[config.mk]
export PLATFORM = sky130hd
export DESIGN_NAME = fhri_top
export DESIGN_NICKNAME = d
export VERILOG_FILES = /design/src/core/fhri_pkg.sv /design/src/core/fhri_top.sv
export SDC_FILE = /design/constraint.sdc
export NUM_CORES = 1
export LEC_CHECK = 0
export CAP_MARGIN = 20
export CORE_MARGIN = 3
export CORE_UTILIZATION = 55
export CTS_CLUSTER_SIZE = 14
export DETAILED_ROUTE_END_ITERATION = 6
export DONT_BUFFER_PORTS = 1
export HOLD_SLACK_MARGIN = 0.12
export PLACE_DENSITY = 0.71
export SETUP_SLACK_MARGIN = 0.4
export SYNTH_ARGS = -nofsm -noshare
export SYNTH_HDL_FRONTEND = slang
export SYNTH_SLANG_ARGS = --single-unit
[constraint.sdc]
create_clock -name mclk -period 5.6 [get_ports mclk]
set_clock_uncertainty 0.1 [all_clocks]
set_input_delay 0.56 -clock mclk [delete_from_list [all_inputs] [get_ports mclk]]
set_output_delay 0.56 -clock mclk [all_outputs]
set_load 0.01 [all_outputs]
[src/core/fhri_pkg.sv]
// Purpose: constants and carriers for the floppy host register interface
// Assumes: one clock mclk, synchronous active-high reset srst
// Notes: host bus strobes are one-cycle pulses, synchronous to mclk
// Operation
// - ready bit set only when port usable
// - direction bit: 1 device-to-host, 0 host-to-device
// - execution bit only in non-dma execution
// - busy bit during command, blocks new commands
// - seek bits per drive, refuse commands
// - writes to status address are ignored unless dack is set
// - one data port, results from stack
// - status 0 top bits give termination
// - status 0 seek end, fault, head, unit
// - status 1 end, crc, overrun; 6,3 zero
// - status 1 missing sector, protect, no mark
// - status 2 deleted, crc, cylinder, bit7 zero
// - status 2 scan hit, unmet, no mark
// - status 3 mirrors live drive lines
// - drive control: motors, enable, reset, select
// - drive active when selected and motor on
// - rate bits pick prescaler 3, 5, 6
// - input register bit7 inverted change, rest floating
// - fifteen commands, fourteen multi-byte, three phases
// - dma request per byte, interrupt at end
// - non-dma interrupt per byte, cleared on access
package fhri_pkg;

    localparam logic [9:0] FHRI_DOR_ADDR = 10'h3f2;
    localparam logic [9:0] FHRI_MSR_ADDR = 10'h3f4;
    localparam logic [9:0] FHRI_DATA_ADDR = 10'h3f5;
    localparam logic [9:0] FHRI_RATE_ADDR = 10'h3f7;

    localparam int FHRI_MSR_RQM = 7;
    localparam int FHRI_MSR_DIO = 6;
    localparam int FHRI_MSR_EXM = 5;
    localparam int FHRI_MSR_BUSY = 4;
    localparam int FHRI_DOR_EN = 3;
    localparam int FHRI_DOR_RST = 2;

    localparam logic [7:0] FHRI_DOR_RESET = 8'h00;
    localparam logic [1:0] FHRI_RATE_RESET = 2'h0;
    localparam logic FHRI_NONDMA_RESET = 1'b1;

    localparam logic [2:0] FHRI_DIV_8M = 3'h3;
    localparam logic [2:0] FHRI_DIV_4M8 = 3'h5;
    localparam logic [2:0] FHRI_DIV_4M = 3'h6;

    localparam logic [1:0] FHRI_IC_INVALID = 2'h2;
    localparam logic [1:0] FHRI_IC_READY_CHG = 2'h3;
    localparam logic [7:0] FHRI_ST0_INVALID = 8'h80;
    localparam logic [2:0] FHRI_RES_LEN_DATA = 3'h7;

    localparam logic [4:0] FHRI_OP_READ_TRACK = 5'h02;
    localparam logic [4:0] FHRI_OP_SPECIFY = 5'h03;
    localparam logic [4:0] FHRI_OP_SENSE_DRIVE = 5'h04;
    localparam logic [4:0] FHRI_OP_WRITE = 5'h05;
    localparam logic [4:0] FHRI_OP_READ = 5'h06;
    localparam logic [4:0] FHRI_OP_RECAL = 5'h07;
    localparam logic [4:0] FHRI_OP_SENSE_INT = 5'h08;
    localparam logic [4:0] FHRI_OP_WRITE_DEL = 5'h09;
    localparam logic [4:0] FHRI_OP_READ_ID = 5'h0a;
    localparam logic [4:0] FHRI_OP_READ_DEL = 5'h0c;
    localparam logic [4:0] FHRI_OP_FORMAT = 5'h0d;
    localparam logic [4:0] FHRI_OP_SEEK = 5'h0f;
    localparam logic [4:0] FHRI_OP_SCAN_EQ = 5'h11;
    localparam logic [4:0] FHRI_OP_SCAN_LE = 5'h19;
    localparam logic [4:0] FHRI_OP_SCAN_HE = 5'h1d;

    typedef enum logic [1:0] {
        PH_CMD,
        PH_EXEC,
        PH_RES
    } fhri_phase_t;

    typedef struct packed {
        logic rd;
        logic wr;
        logic dack;
        logic [9:0] addr;
        logic [7:0] wdata;
    } fhri_host_req_t;

    typedef struct packed {
        logic fault;
        logic write_protect;
        logic drive_ready_input;
        logic track_zero_input;
        logic two_sided_input;
    } fhri_drive_in_t;

    typedef struct packed {
        logic [7:0] st0;
        logic [7:0] st1;
        logic [7:0] st2;
        logic [7:0] c;
        logic [7:0] h;
        logic [7:0] r;
        logic [7:0] n;
    } fhri_result_t;

endpackage

[src/core/fhri_top.sv]
// Purpose: host register port, phase sequencer and status stack
// Assumes: command execution core sits behind the core_* ports
// Notes: all outputs registered; answers one cycle after the strobe
`timescale 1ns/1ps
module fhri_top (
    // clock and reset
    input wire logic mclk,
    input wire logic srst,
    // host bus
    input wire fhri_pkg::fhri_host_req_t host_req,
    output logic [7:0] host_rdata,
    output logic [7:0] host_rdata_oe,
    output logic dma_req,
    output logic irq,
    // drive lines
    input wire fhri_pkg::fhri_drive_in_t drv_in,
    input wire logic disk_change,
    output logic [3:0] motor_on,
    output logic [3:0] drive_active,
    output logic unit_bit0,
    output logic unit_bit1,
    output logic side_select_output,
    // execution core
    output logic core_clk_en,
    output logic core_reset,
    output logic exec_start,
    output logic [71:0] exec_cmd,
    output logic core_overrun,
    output logic core_wbyte_valid,
    output logic [7:0] core_wbyte,
    input wire logic core_rbyte_valid,
    input wire logic [7:0] core_rbyte,
    input wire logic core_wreq,
    input wire logic core_done,
    input wire fhri_pkg::fhri_result_t core_result,
    input wire logic [3:0] core_seek_busy,
    input wire logic core_seek_end
);
    import fhri_pkg::*;

    function automatic logic [3:0] cmd_len_f(input logic [4:0] op);
        case (op)
            FHRI_OP_READ_TRACK, FHRI_OP_WRITE, FHRI_OP_READ, FHRI_OP_WRITE_DEL,
            FHRI_OP_READ_DEL, FHRI_OP_SCAN_EQ, FHRI_OP_SCAN_LE, FHRI_OP_SCAN_HE: cmd_len_f = 4'h9;
            FHRI_OP_FORMAT: cmd_len_f = 4'h6;
            FHRI_OP_SPECIFY, FHRI_OP_SEEK: cmd_len_f = 4'h3;
            FHRI_OP_SENSE_DRIVE, FHRI_OP_RECAL, FHRI_OP_READ_ID: cmd_len_f = 4'h2;
            FHRI_OP_SENSE_INT: cmd_len_f = 4'h1;
            default: cmd_len_f = 4'h0;
        endcase
    endfunction

    function automatic logic is_read_dir_f(input logic [4:0] op);
        is_read_dir_f = (op == FHRI_OP_READ_TRACK) || (op == FHRI_OP_READ) ||
                        (op == FHRI_OP_READ_ID) || (op == FHRI_OP_READ_DEL);
    endfunction

    function automatic fhri_result_t clean_f(input fhri_result_t r, input logic rchg, input logic ovr,
                                             input logic head, input logic [1:0] unit);
        clean_f = r;
        if (rchg) begin
            clean_f.st0[7:6] = FHRI_IC_READY_CHG;
        end
        clean_f.st0[3] = 1'b0;
        clean_f.st0[2] = head;
        clean_f.st0[1:0] = unit;
        clean_f.st1[6] = 1'b0;
        clean_f.st1[4] = r.st1[4] | ovr;
        clean_f.st1[3] = 1'b0;
        clean_f.st2[7] = 1'b0;
        clean_f.st2[1] = r.st2[1] & r.st2[4];
    endfunction

    fhri_phase_t phase;
    logic [7:0] dor;
    logic [1:0] rate;
    logic nondma;
    logic [3:0] cmd_cnt;
    logic [4:0] cmd_op;
    logic [7:0] cmd_buf [0:8];
    logic [7:0] res_buf [0:6];
    logic [2:0] res_cnt;
    logic [2:0] res_len;
    logic exec_rd;
    logic xfer_full;
    logic [7:0] xfer_data;
    logic want_byte;
    logic ovr_flag;
    logic ready_cap;
    logic ready_chg;
    logic int_pend;
    logic seek_int;
    logic [7:0] seek_st0;
    logic [7:0] seek_pcn;
    logic [2:0] div_cnt;
    logic [3:0] seek_q;

    logic ctl_rst;
    logic dp_rd;
    logic dp_wr;
    logic host_transfer_ready;
    logic seek_any;
    logic [7:0] msr;
    logic [4:0] op_now;
    logic [3:0] len_now;
    logic cmd_take;
    logic cmd_last;
    logic [71:0] next_exec_cmd;
    logic [7:0] st3_live;
    logic [2:0] div_val;
    fhri_result_t res_clean;

    assign ctl_rst = srst | dor[FHRI_DOR_RST];
    assign seek_any = |seek_q;
    // single data port, dma acknowledge also reaches it
    assign dp_rd = host_req.rd & (host_req.dack | (host_req.addr == FHRI_DATA_ADDR));
    // status address reaches the data port only under dma acknowledge
    assign dp_wr = host_req.wr & (host_req.dack | (host_req.addr == FHRI_DATA_ADDR));
    assign op_now = (cmd_cnt == 4'h0) ? host_req.wdata[4:0] : cmd_op;
    assign len_now = cmd_len_f(op_now);
    assign st3_live = {drv_in.fault, drv_in.write_protect, drv_in.drive_ready_input, drv_in.track_zero_input,
                       drv_in.two_sided_input, side_select_output, unit_bit1, unit_bit0};
    assign res_clean = clean_f(core_result, ready_chg, ovr_flag, side_select_output, {unit_bit1, unit_bit0});

    always_comb begin
        host_transfer_ready = 1'b0;
        case (phase)
            PH_CMD: host_transfer_ready = ~seek_any & ~ctl_rst;
            PH_EXEC: host_transfer_ready = exec_rd ? xfer_full : want_byte;
            PH_RES: host_transfer_ready = 1'b1;
            default: host_transfer_ready = 1'b0;
        endcase
        msr = {4'h0, seek_q};
        msr[FHRI_MSR_RQM] = host_transfer_ready;
        msr[FHRI_MSR_DIO] = (phase == PH_RES) | ((phase == PH_EXEC) & exec_rd);
        msr[FHRI_MSR_EXM] = (phase == PH_EXEC) & nondma;
        msr[FHRI_MSR_BUSY] = (phase != PH_CMD) | (cmd_cnt != 4'h0);
    end

    assign cmd_take = dp_wr & (phase == PH_CMD) & host_transfer_ready;
    assign cmd_last = cmd_take & ((len_now == 4'h0) || ({1'b0, cmd_cnt} + 5'h01 == {1'b0, len_now}));

    always_comb begin
        next_exec_cmd = '0;
        for (int i = 0; i < 9; i++) begin
            next_exec_cmd[i*8 +: 8] = (i == int'(cmd_cnt)) ? host_req.wdata : cmd_buf[i];
        end
    end

    always_ff @(posedge mclk) begin
        if (srst) begin
            dor <= FHRI_DOR_RESET;
            rate <= FHRI_RATE_RESET;
        end else if (host_req.wr && !host_req.dack) begin
            if (host_req.addr == FHRI_DOR_ADDR) begin
                dor <= host_req.wdata;
            end else if (host_req.addr == FHRI_RATE_ADDR) begin
                rate <= host_req.wdata[1:0];
            end
        end
    end

    always_ff @(posedge mclk) begin
        if (srst) begin
            motor_on <= 4'h0;
            drive_active <= 4'h0;
            unit_bit0 <= 1'b0;
            unit_bit1 <= 1'b0;
        end else begin
            motor_on <= dor[7:4];
            drive_active <= dor[7:4] & (4'h1 << dor[1:0]);
            unit_bit0 <= dor[0];
            unit_bit1 <= dor[1];
        end
    end

    always_comb begin
        case (rate)
            2'h1: div_val = FHRI_DIV_4M8;
            2'h2: div_val = FHRI_DIV_4M;
            default: div_val = FHRI_DIV_8M;
        endcase
    end

    always_ff @(posedge mclk) begin
        if (srst) begin
            div_cnt <= 3'h0;
            core_clk_en <= 1'b0;
        end else if (div_cnt + 3'h1 >= div_val) begin
            div_cnt <= 3'h0;
            core_clk_en <= 1'b1;
        end else begin
            div_cnt <= div_cnt + 3'h1;
            core_clk_en <= 1'b0;
        end
    end

    // seek busy is registered once; a seek can not end faster than that
    always_ff @(posedge mclk) begin
        if (ctl_rst) begin
            seek_q <= 4'h0;
            core_reset <= 1'b1;
        end else begin
            seek_q <= core_seek_busy;
            core_reset <= 1'b0;
        end
    end

    always_ff @(posedge mclk) begin
        if (ctl_rst) begin
            phase <= PH_CMD;
            cmd_cnt <= 4'h0;
            cmd_op <= 5'h0;
            res_cnt <= 3'h0;
            res_len <= 3'h0;
            exec_rd <= 1'b0;
            exec_start <= 1'b0;
            exec_cmd <= '0;
            nondma <= FHRI_NONDMA_RESET;
            side_select_output <= 1'b0;
            for (int i = 0; i < 9; i++) begin
                cmd_buf[i] <= 8'h0;
            end
            for (int i = 0; i < 7; i++) begin
                res_buf[i] <= 8'h0;
            end
        end else begin
            exec_start <= 1'b0;
            if (cmd_take) begin
                cmd_buf[cmd_cnt] <= host_req.wdata;
                cmd_op <= op_now;
                cmd_cnt <= cmd_last ? 4'h0 : cmd_cnt + 4'h1;
            end
            if (cmd_last) begin
                if (len_now == 4'h0) begin
                    res_buf[0] <= FHRI_ST0_INVALID;
                    res_len <= 3'h1;
                    res_cnt <= 3'h0;
                    phase <= PH_RES;
                end else begin
                    case (op_now)
                        FHRI_OP_SPECIFY: nondma <= host_req.wdata[0];
                        FHRI_OP_SENSE_DRIVE: begin
                            res_buf[0] <= st3_live;
                            res_len <= 3'h1;
                            res_cnt <= 3'h0;
                            phase <= PH_RES;
                        end
                        FHRI_OP_SENSE_INT: begin
                            res_buf[0] <= seek_int ? seek_st0 : FHRI_ST0_INVALID;
                            res_buf[1] <= seek_pcn;
                            res_len <= seek_int ? 3'h2 : 3'h1;
                            res_cnt <= 3'h0;
                            phase <= PH_RES;
                        end
                        default: begin
                            exec_start <= 1'b1;
                            exec_cmd <= next_exec_cmd;
                            exec_rd <= is_read_dir_f(op_now);
                            side_select_output <= next_exec_cmd[10];
                            if (op_now != FHRI_OP_SEEK && op_now != FHRI_OP_RECAL) begin
                                phase <= PH_EXEC;
                            end
                        end
                    endcase
                end
            end
            if (phase == PH_EXEC && core_done) begin
                res_buf[0] <= res_clean.st0;
                res_buf[1] <= res_clean.st1;
                res_buf[2] <= res_clean.st2;
                res_buf[3] <= res_clean.c;
                res_buf[4] <= res_clean.h;
                res_buf[5] <= res_clean.r;
                res_buf[6] <= res_clean.n;
                res_len <= FHRI_RES_LEN_DATA;
                res_cnt <= 3'h0;
                phase <= PH_RES;
            end
            if (phase == PH_RES && dp_rd) begin
                if (res_cnt + 3'h1 == res_len) begin
                    phase <= PH_CMD;
                    res_cnt <= 3'h0;
                end else begin
                    res_cnt <= res_cnt + 3'h1;
                end
            end
        end
    end

    // byte handoff; a new byte beats a same-cycle host read
    always_ff @(posedge mclk) begin
        if (ctl_rst) begin
            xfer_full <= 1'b0;
            xfer_data <= 8'h0;
            want_byte <= 1'b0;
            ovr_flag <= 1'b0;
            core_overrun <= 1'b0;
            core_wbyte_valid <= 1'b0;
            core_wbyte <= 8'h0;
        end else begin
            core_overrun <= 1'b0;
            core_wbyte_valid <= 1'b0;
            if (exec_start) begin
                ovr_flag <= 1'b0;
                xfer_full <= 1'b0;
                want_byte <= 1'b0;
            end else if (phase == PH_EXEC) begin
                if (core_rbyte_valid) begin
                    xfer_full <= 1'b1;
                    xfer_data <= core_rbyte;
                    if (xfer_full && !dp_rd) begin
                        ovr_flag <= 1'b1;
                        core_overrun <= 1'b1;
                    end
                end else if (dp_rd && exec_rd) begin
                    xfer_full <= 1'b0;
                end
                if (core_wreq) begin
                    if (want_byte && !dp_wr) begin
                        ovr_flag <= 1'b1;
                        core_overrun <= 1'b1;
                    end
                    want_byte <= 1'b1;
                end else if (dp_wr && want_byte && !exec_rd) begin
                    want_byte <= 1'b0;
                    core_wbyte_valid <= 1'b1;
                    core_wbyte <= host_req.wdata;
                end
            end
        end
    end

    always_ff @(posedge mclk) begin
        if (ctl_rst) begin
            ready_cap <= 1'b0;
            ready_chg <= 1'b0;
        end else if (exec_start) begin
            ready_cap <= drv_in.drive_ready_input;
            ready_chg <= 1'b0;
        end else if (phase == PH_EXEC && drv_in.drive_ready_input != ready_cap) begin
            ready_chg <= 1'b1;
        end
    end

    // result-phase and seek interrupts, set wins over clear
    always_ff @(posedge mclk) begin
        if (ctl_rst) begin
            int_pend <= 1'b0;
            seek_int <= 1'b0;
            seek_st0 <= 8'h0;
            seek_pcn <= 8'h0;
        end else begin
            if (phase == PH_EXEC && core_done) begin
                int_pend <= 1'b1;
            end else if (phase == PH_RES && dp_rd) begin
                int_pend <= 1'b0;
            end
            if (core_seek_end) begin
                seek_int <= 1'b1;
                seek_st0 <= {core_result.st0[7:4], 1'b0, core_result.st0[2:0]};
                seek_pcn <= core_result.c;
            end else if (cmd_last && op_now == FHRI_OP_SENSE_INT) begin
                seek_int <= 1'b0;
            end
        end
    end

    // dma request and interrupt pins, gated by enable
    always_ff @(posedge mclk) begin
        if (ctl_rst) begin
            dma_req <= 1'b0;
            irq <= 1'b0;
        end else begin
            dma_req <= dor[FHRI_DOR_EN] & (phase == PH_EXEC) & ~nondma & host_transfer_ready & ~host_req.dack;
            irq <= dor[FHRI_DOR_EN] & (int_pend | seek_int | ((phase == PH_EXEC) & nondma & host_transfer_ready & ~dp_rd & ~dp_wr));
        end
    end

    // read path; bits 6-0 of the input register float
    always_ff @(posedge mclk) begin
        if (srst) begin
            host_rdata <= 8'h0;
            host_rdata_oe <= 8'h0;
        end else if (host_req.rd) begin
            if (dp_rd) begin
                host_rdata <= (phase == PH_RES) ? res_buf[res_cnt] : ((phase == PH_EXEC) ? xfer_data : 8'h0);
                host_rdata_oe <= 8'hff;
            end else if (host_req.addr == FHRI_MSR_ADDR) begin
                host_rdata <= msr;
                host_rdata_oe <= 8'hff;
            end else if (host_req.addr == FHRI_RATE_ADDR) begin
                host_rdata <= {~disk_change, 7'h0};
                host_rdata_oe <= 8'h80;
            end else begin
                host_rdata <= 8'h0;
                host_rdata_oe <= 8'h0;
            end
        end
    end
endmodule // fhri_top

Word level (Yosys, flattened, before mapping)
Memory sizes are Yosys's and may differ from the RTL's. A register that Yosys moved wholly into a read port is not among the register bits.
Cells that the tools add are included.
Widths: inputs -> output; s select.
Storage, ports and cells
  register bits after elaboration: 180
  RAM bits: 128
  memory bits (read-only): 128
  input bits: 101
  output and inout port bits: 114
  word-level logic and storage cells: 275
  memories kept: 3
Operators by class
  $add $sub $neg: 4
  order comparisons: 1
  equality and inequality tests: 28
  shift-type cells: 1
  multiplexer cells: 99
  bitwise operators: 50
  reduce and logical (&&, ||, !) cells: 52
Memories
  (no name shown): depth 32, bits a word 4, rd ports 1, clocked after memory_dff 0, write ports 0, RTL line fhri_top.sv:42  | case (op)
  cmd_buf: depth 9, bits a word 8, rd ports 9, clocked after memory_dff 8, write ports 9, RTL line fhri_top.sv:80  | logic [7:0] cmd_buf [0:8];
  res_buf: depth 7, bits a word 8, rd ports 1, clocked after memory_dff 1, write ports 7, RTL line fhri_top.sv:81  | logic [7:0] res_buf [0:6];
Operators with widths (count)
  $mux 8: 30
  $mux 1: 43
  $eq 10x10->1 const B: 4
  $mux 3: 11
  $eq 4x4->1 const A: 5
  $or 1x1->1: 18
  $and 1x1->1: 17
  $mux 2: 8
  $eq 5x4->1 const B: 3
  $not 1->1: 14
  $logic_not 4->1: 3
  $pmux 3 s2: 2
  $reduce_and 3->1: 4
  $reduce_bool 2->1: 6
  $reduce_bool 4->1: 3
  $logic_and 1x1->1: 11
  $eq 5x2->1 const B: 2
  $eq 5x3->1 const B: 2
  $reduce_and 2->1: 5
  $reduce_or 3->1: 3
  $eq 3x4->1 const A: 2
  $mux 4: 2
  $reduce_or 4->1: 2
  $reduce_or 8->1: 1
  other kinds (23): 34

Logic depth before layout (Yosys ltp)
  depth after elaboration: 13
  mapped depth: 18
  gate-level depth less buffers: 14

Least setup slack after synthesis
No wires, ideal clock.
  path kind: register to register
  start: register cmd_cnt[0]
  end: memory res_buf[1][0], enable pin
  setup time: 0.384 ns
  arrival: 3.781 ns
  path slack: 1.335 ns
  cell stages (with the launch flop): 16
  path buffers: 2
  cell sequence: dfxtp_1 inv_1 ha_1 or3b_1 buf_2 buf_2 mux2i_1 inv_1 ha_1 nand4b_1 mux2_2 a22o_1 nor2_1 o211a_1 nand2b_1 o21ai_0
RTL lines
  from (decl): RTL line fhri_top.sv:78  | logic [3:0] cmd_cnt;
  from (signal assigned): RTL line fhri_top.sv:232  | cmd_cnt <= cmd_last ? 4'h0 : cmd_cnt + 4'h1;
  to (decl): RTL line fhri_top.sv:81

==> summary.txt <==
Yosys
  – Area leader, netlist: edfxtp_1
  – Post-synth EDFFs: 127
  – Ys async rst share: 0
  – Share of Yosys cell area claimed by the top area cell type: 0.282
  – Count leader, synth: nor2_1
  – Post-Synthesis Cells: 1235
  – Post-Syn Nets: 1351
  – Top post-synthesis cells by count: 178 x nor2_1, 176 x dfxtp_1, 141 x mux2i_1
  – Mux share of post-synthesis cell area: 0.134
  – Netlist cell types: 65
  – Adder-cell share of the synthesized area: 0.0139
  – Area contributors post-synth: edfxtp_1 28%, dfxtp_1 26%, mux2i_1 10%
  – FF+latch count, synth: 303
  – Most common flop cell mapped by yosys: dfxtp_1
  – Synth Area in Simple Gates: 0.169
  – Largest family of logic cells by synthesized area: simple AND/OR/NAND/NOR gates
  – Synth Area in XOR/XNOR: 0.00833
  – Mapped Area: 0.0135 sq mm
  – Synth Area in Compound Gates: 0.0954
  – Syn. warnings: 0
  – Sequential area share after synthesis: 0.543
  – Mean Syn Cell Area: 10.9 sq um

Finish
  – Layout overhead on the synthesized area: 14.9%
  – Layout cells sized above 1: 0.0775
  – Fin cells: 1625
  – Layout net count: 1395

Placement
  – Port bufs: 0
  – Post-DP HPWL: 20500 um
  – Inst Count DP: 1480
  – GP Congestion: 0.863

Route
  – Residual DRC: 0
  – Max Used Layer: met5
  – Via count: 9478
  – WL met2: 15700 um
  – DR pass1 iterations: 5
  – Met3 wire len: 2790 um
  – Drt total wl: 34400 um
  – WL met1: 15000 um
  – Via density per instance: 5.83
  – Routed WL per cell: 21.2 um
  – Post-route ant nets: 0
  – Iter 0 DRT Violations: 812

Timing
  – Slew Limit Headroom: 0.286
  – Max-slew violations: 0
  – Worst hold slack: 136 ps
  – Peak Freq: 215 MHz
  – Hold Violations, Final: 0
  – Final Critical Period: 4660 ps
  – RSZ-0062 raised after global routing: false
  – Final worst path period share: 0.831
  – Setup-failing EPs final: 0
  – Setup_tns: 0 ps
  – Worst-Margin Slew: 1070 ps

Clocking
  – TritonCTS buffer count: 31
  – Clk_lat worst skew: 560 ps
  – Clk pin slew, worst setup/hold paths: 60 ps
  – CTS tree: yes
  – Root Buffer: clkbuf_16
  – CTS sink count: 303
  – CTS Hold Bufs: 84
  – Post-CTS resize count: 0
  – Post-CTS Setup Inserts: 0
  – CTS max path bufs: 3
  – H-Tree Depth: 1

Critical path
  – Setup crit end kind: flop
  – Crit-path slowest cell: or3b_1
  – Setup Crit Path Kind: flop to flop
  – Startpoint class of the critical path: flop
  – Slowest stage delay, CP: 520 ps
  – CP arrival: 4770 ps
  – Crit path required time: 5710 ps
  – Worst Path Buf+Inv: 2
  – Crit path max-delay family: simple AND/OR/NAND/NOR gates
  – CP Cell Sequence: inv_1 -> ha_1 -> or3b_1 -> mux2i_1 -> inv_1 -> ha_1 -> nand4b_1 -> mux2_2 -> a22o_1 -> nor2_1 -> o211ai_4 -> nor3_1 -> nor4_1 -> nand2_1
  – Crit-path max FO: 8

Global route
  – Global-route wire length before repair: 53000 um
  – Initial antenna violation count: 8
  – Pin count of the biggest net entering global routing: 77
  – GRT overflow: 0
  – Total GRT Usage: 0.255
  – Vias in the first global route: 9279

Die
  – Row cnt: 56
  – Core Box Area: 0.0238 sq mm
  – Die area: 0.0265 sq mm
  – Die outline height: 163 um
  – Starting Density: 0.567
  – Die W: 163 um
  – IO Pins: 215

Pwr
  – Sequential power share: 0.501
  – Net Switching: 1060 uW
  – Clock power share: 0.434
  – Int Pwr: 3720 uW
  – Leak: 0.00610 uW
  – Combinational group share of total power: 0.065
  – Cell Pwr Density: 307 mW/mm^2
  – Switching share of power: 0.222
  – VDD IR-drop max: 245 uV

Flow run
  – Max Cap Viol: 0

Hold path
  – Worst hold path type: input port to flop

Outcome
  – Status: finished clean
registers in the layout, summed over array words and instances, names as in the netlist, 8 cells and up, named ones only:
name	cells
cmd_buf	72
xfer_data	8
core_wbyte	8
dor	8
host_rdata	8
seek_pcn	8
res_buf	55
exec_cmd	72
area by class of cell:
type                    count  area, sq um
well taps                 319          399
multi-input cells         823         5690
fillers                  1848         8300
diodes                      3         7.51
clock inverters            17          166
inverters                  22         85.1
repair buffers             98          978
flip-flops and latches    303         7340
clock buffers              40          862
power groups by stage:
stage	Sequential, uW	Clock (uW)	Combinational, uW
detailed placement	2440	0	236
global placement	2440	0	230
floorplan	2430	0	208
finish	2390	2070	309
CTS	2390	2100	306
global route	2400	2210	336
worst reg2reg max path, cell delays in order, from the launching register on:
cell,delay [ps]
dfxtp_1,380
inv_1,160
ha_1,280
or3b_1,520
mux2i_1,380
inv_1,110
ha_1,280
nand4b_1,170
mux2_2,350
a22o_1,220
nor2_1,230
o211ai_4,190
nor3_1,480
nor4_1,160
nand2_1,320
final timing paths:
path	startpoint	cells after the start	slack (ps)	end
worst max-delay path	cmd_cnt[0]$_SDFFE_PN0N_	14	940	res_buf[0][2]$_SDFFCE_PN0P_
worst min-delay path	host_req[2]	1	140	cmd_buf[7][2]$_SDFFCE_PN0P_
worst max register to register	cmd_cnt[0]$_SDFFE_PN0N_	14	940	res_buf[0][2]$_SDFFCE_PN0P_
worst min register to register	div_cnt[0]$_SDFF_PP0_	1	360	div_cnt[0]$_SDFF_PP0_
kinds of logic (layout without fill, tap and decap cells):
| group | Yosys count | after routing |
|---|---|---|
| compound gates | 177 | 177 |
| xor+xnor | 12 | 12 |
| fa+ha+maj | 15 | 15 |
| buf+inv | 109 | 177 |
| flops | 303 | 303 |
| mux | 168 | 168 |
| other cells | 0 | 3 |
| simple gates | 451 | 451 |
cells in the final DEF (no fill, tap or decap), types with 18 or more instances in the layout:
master and n:
dfxtp_1 176, o21ai_0 20, and3_1 26, inv_1 21, a21o_1 61, a21oi_1 24, clkbuf_16 33, edfxtp_1 127
mux2i_1 141, dlygate4sd3_1 84, mux2_2 18, and2_1 104, nand3_1 21, nand2_1 46, nor2_1 176
layer usage:
layer	up-vias	global-route usage
li1	4485	-
met1	4562	0.362
met2	359	0.395
met3	70	0.0529
met4	2	0.0807
met5	-	0
metrics by stage:
step	setup WS (ps)	instance area [sq um]	util	total power, uW
6_report	945	15500	0.652	4770
5_1_grt	701	15500	0.651	4940
4_1_cts	991	15500	0.650	4800
3_5_place_dp	1010	13600	0.572	2680
3_3_place_gp	1090	13600	0.572	2670
2_1_floorplan	1330	13500	-	2640
Note: power is estimated with default switching activity, not from simulation.
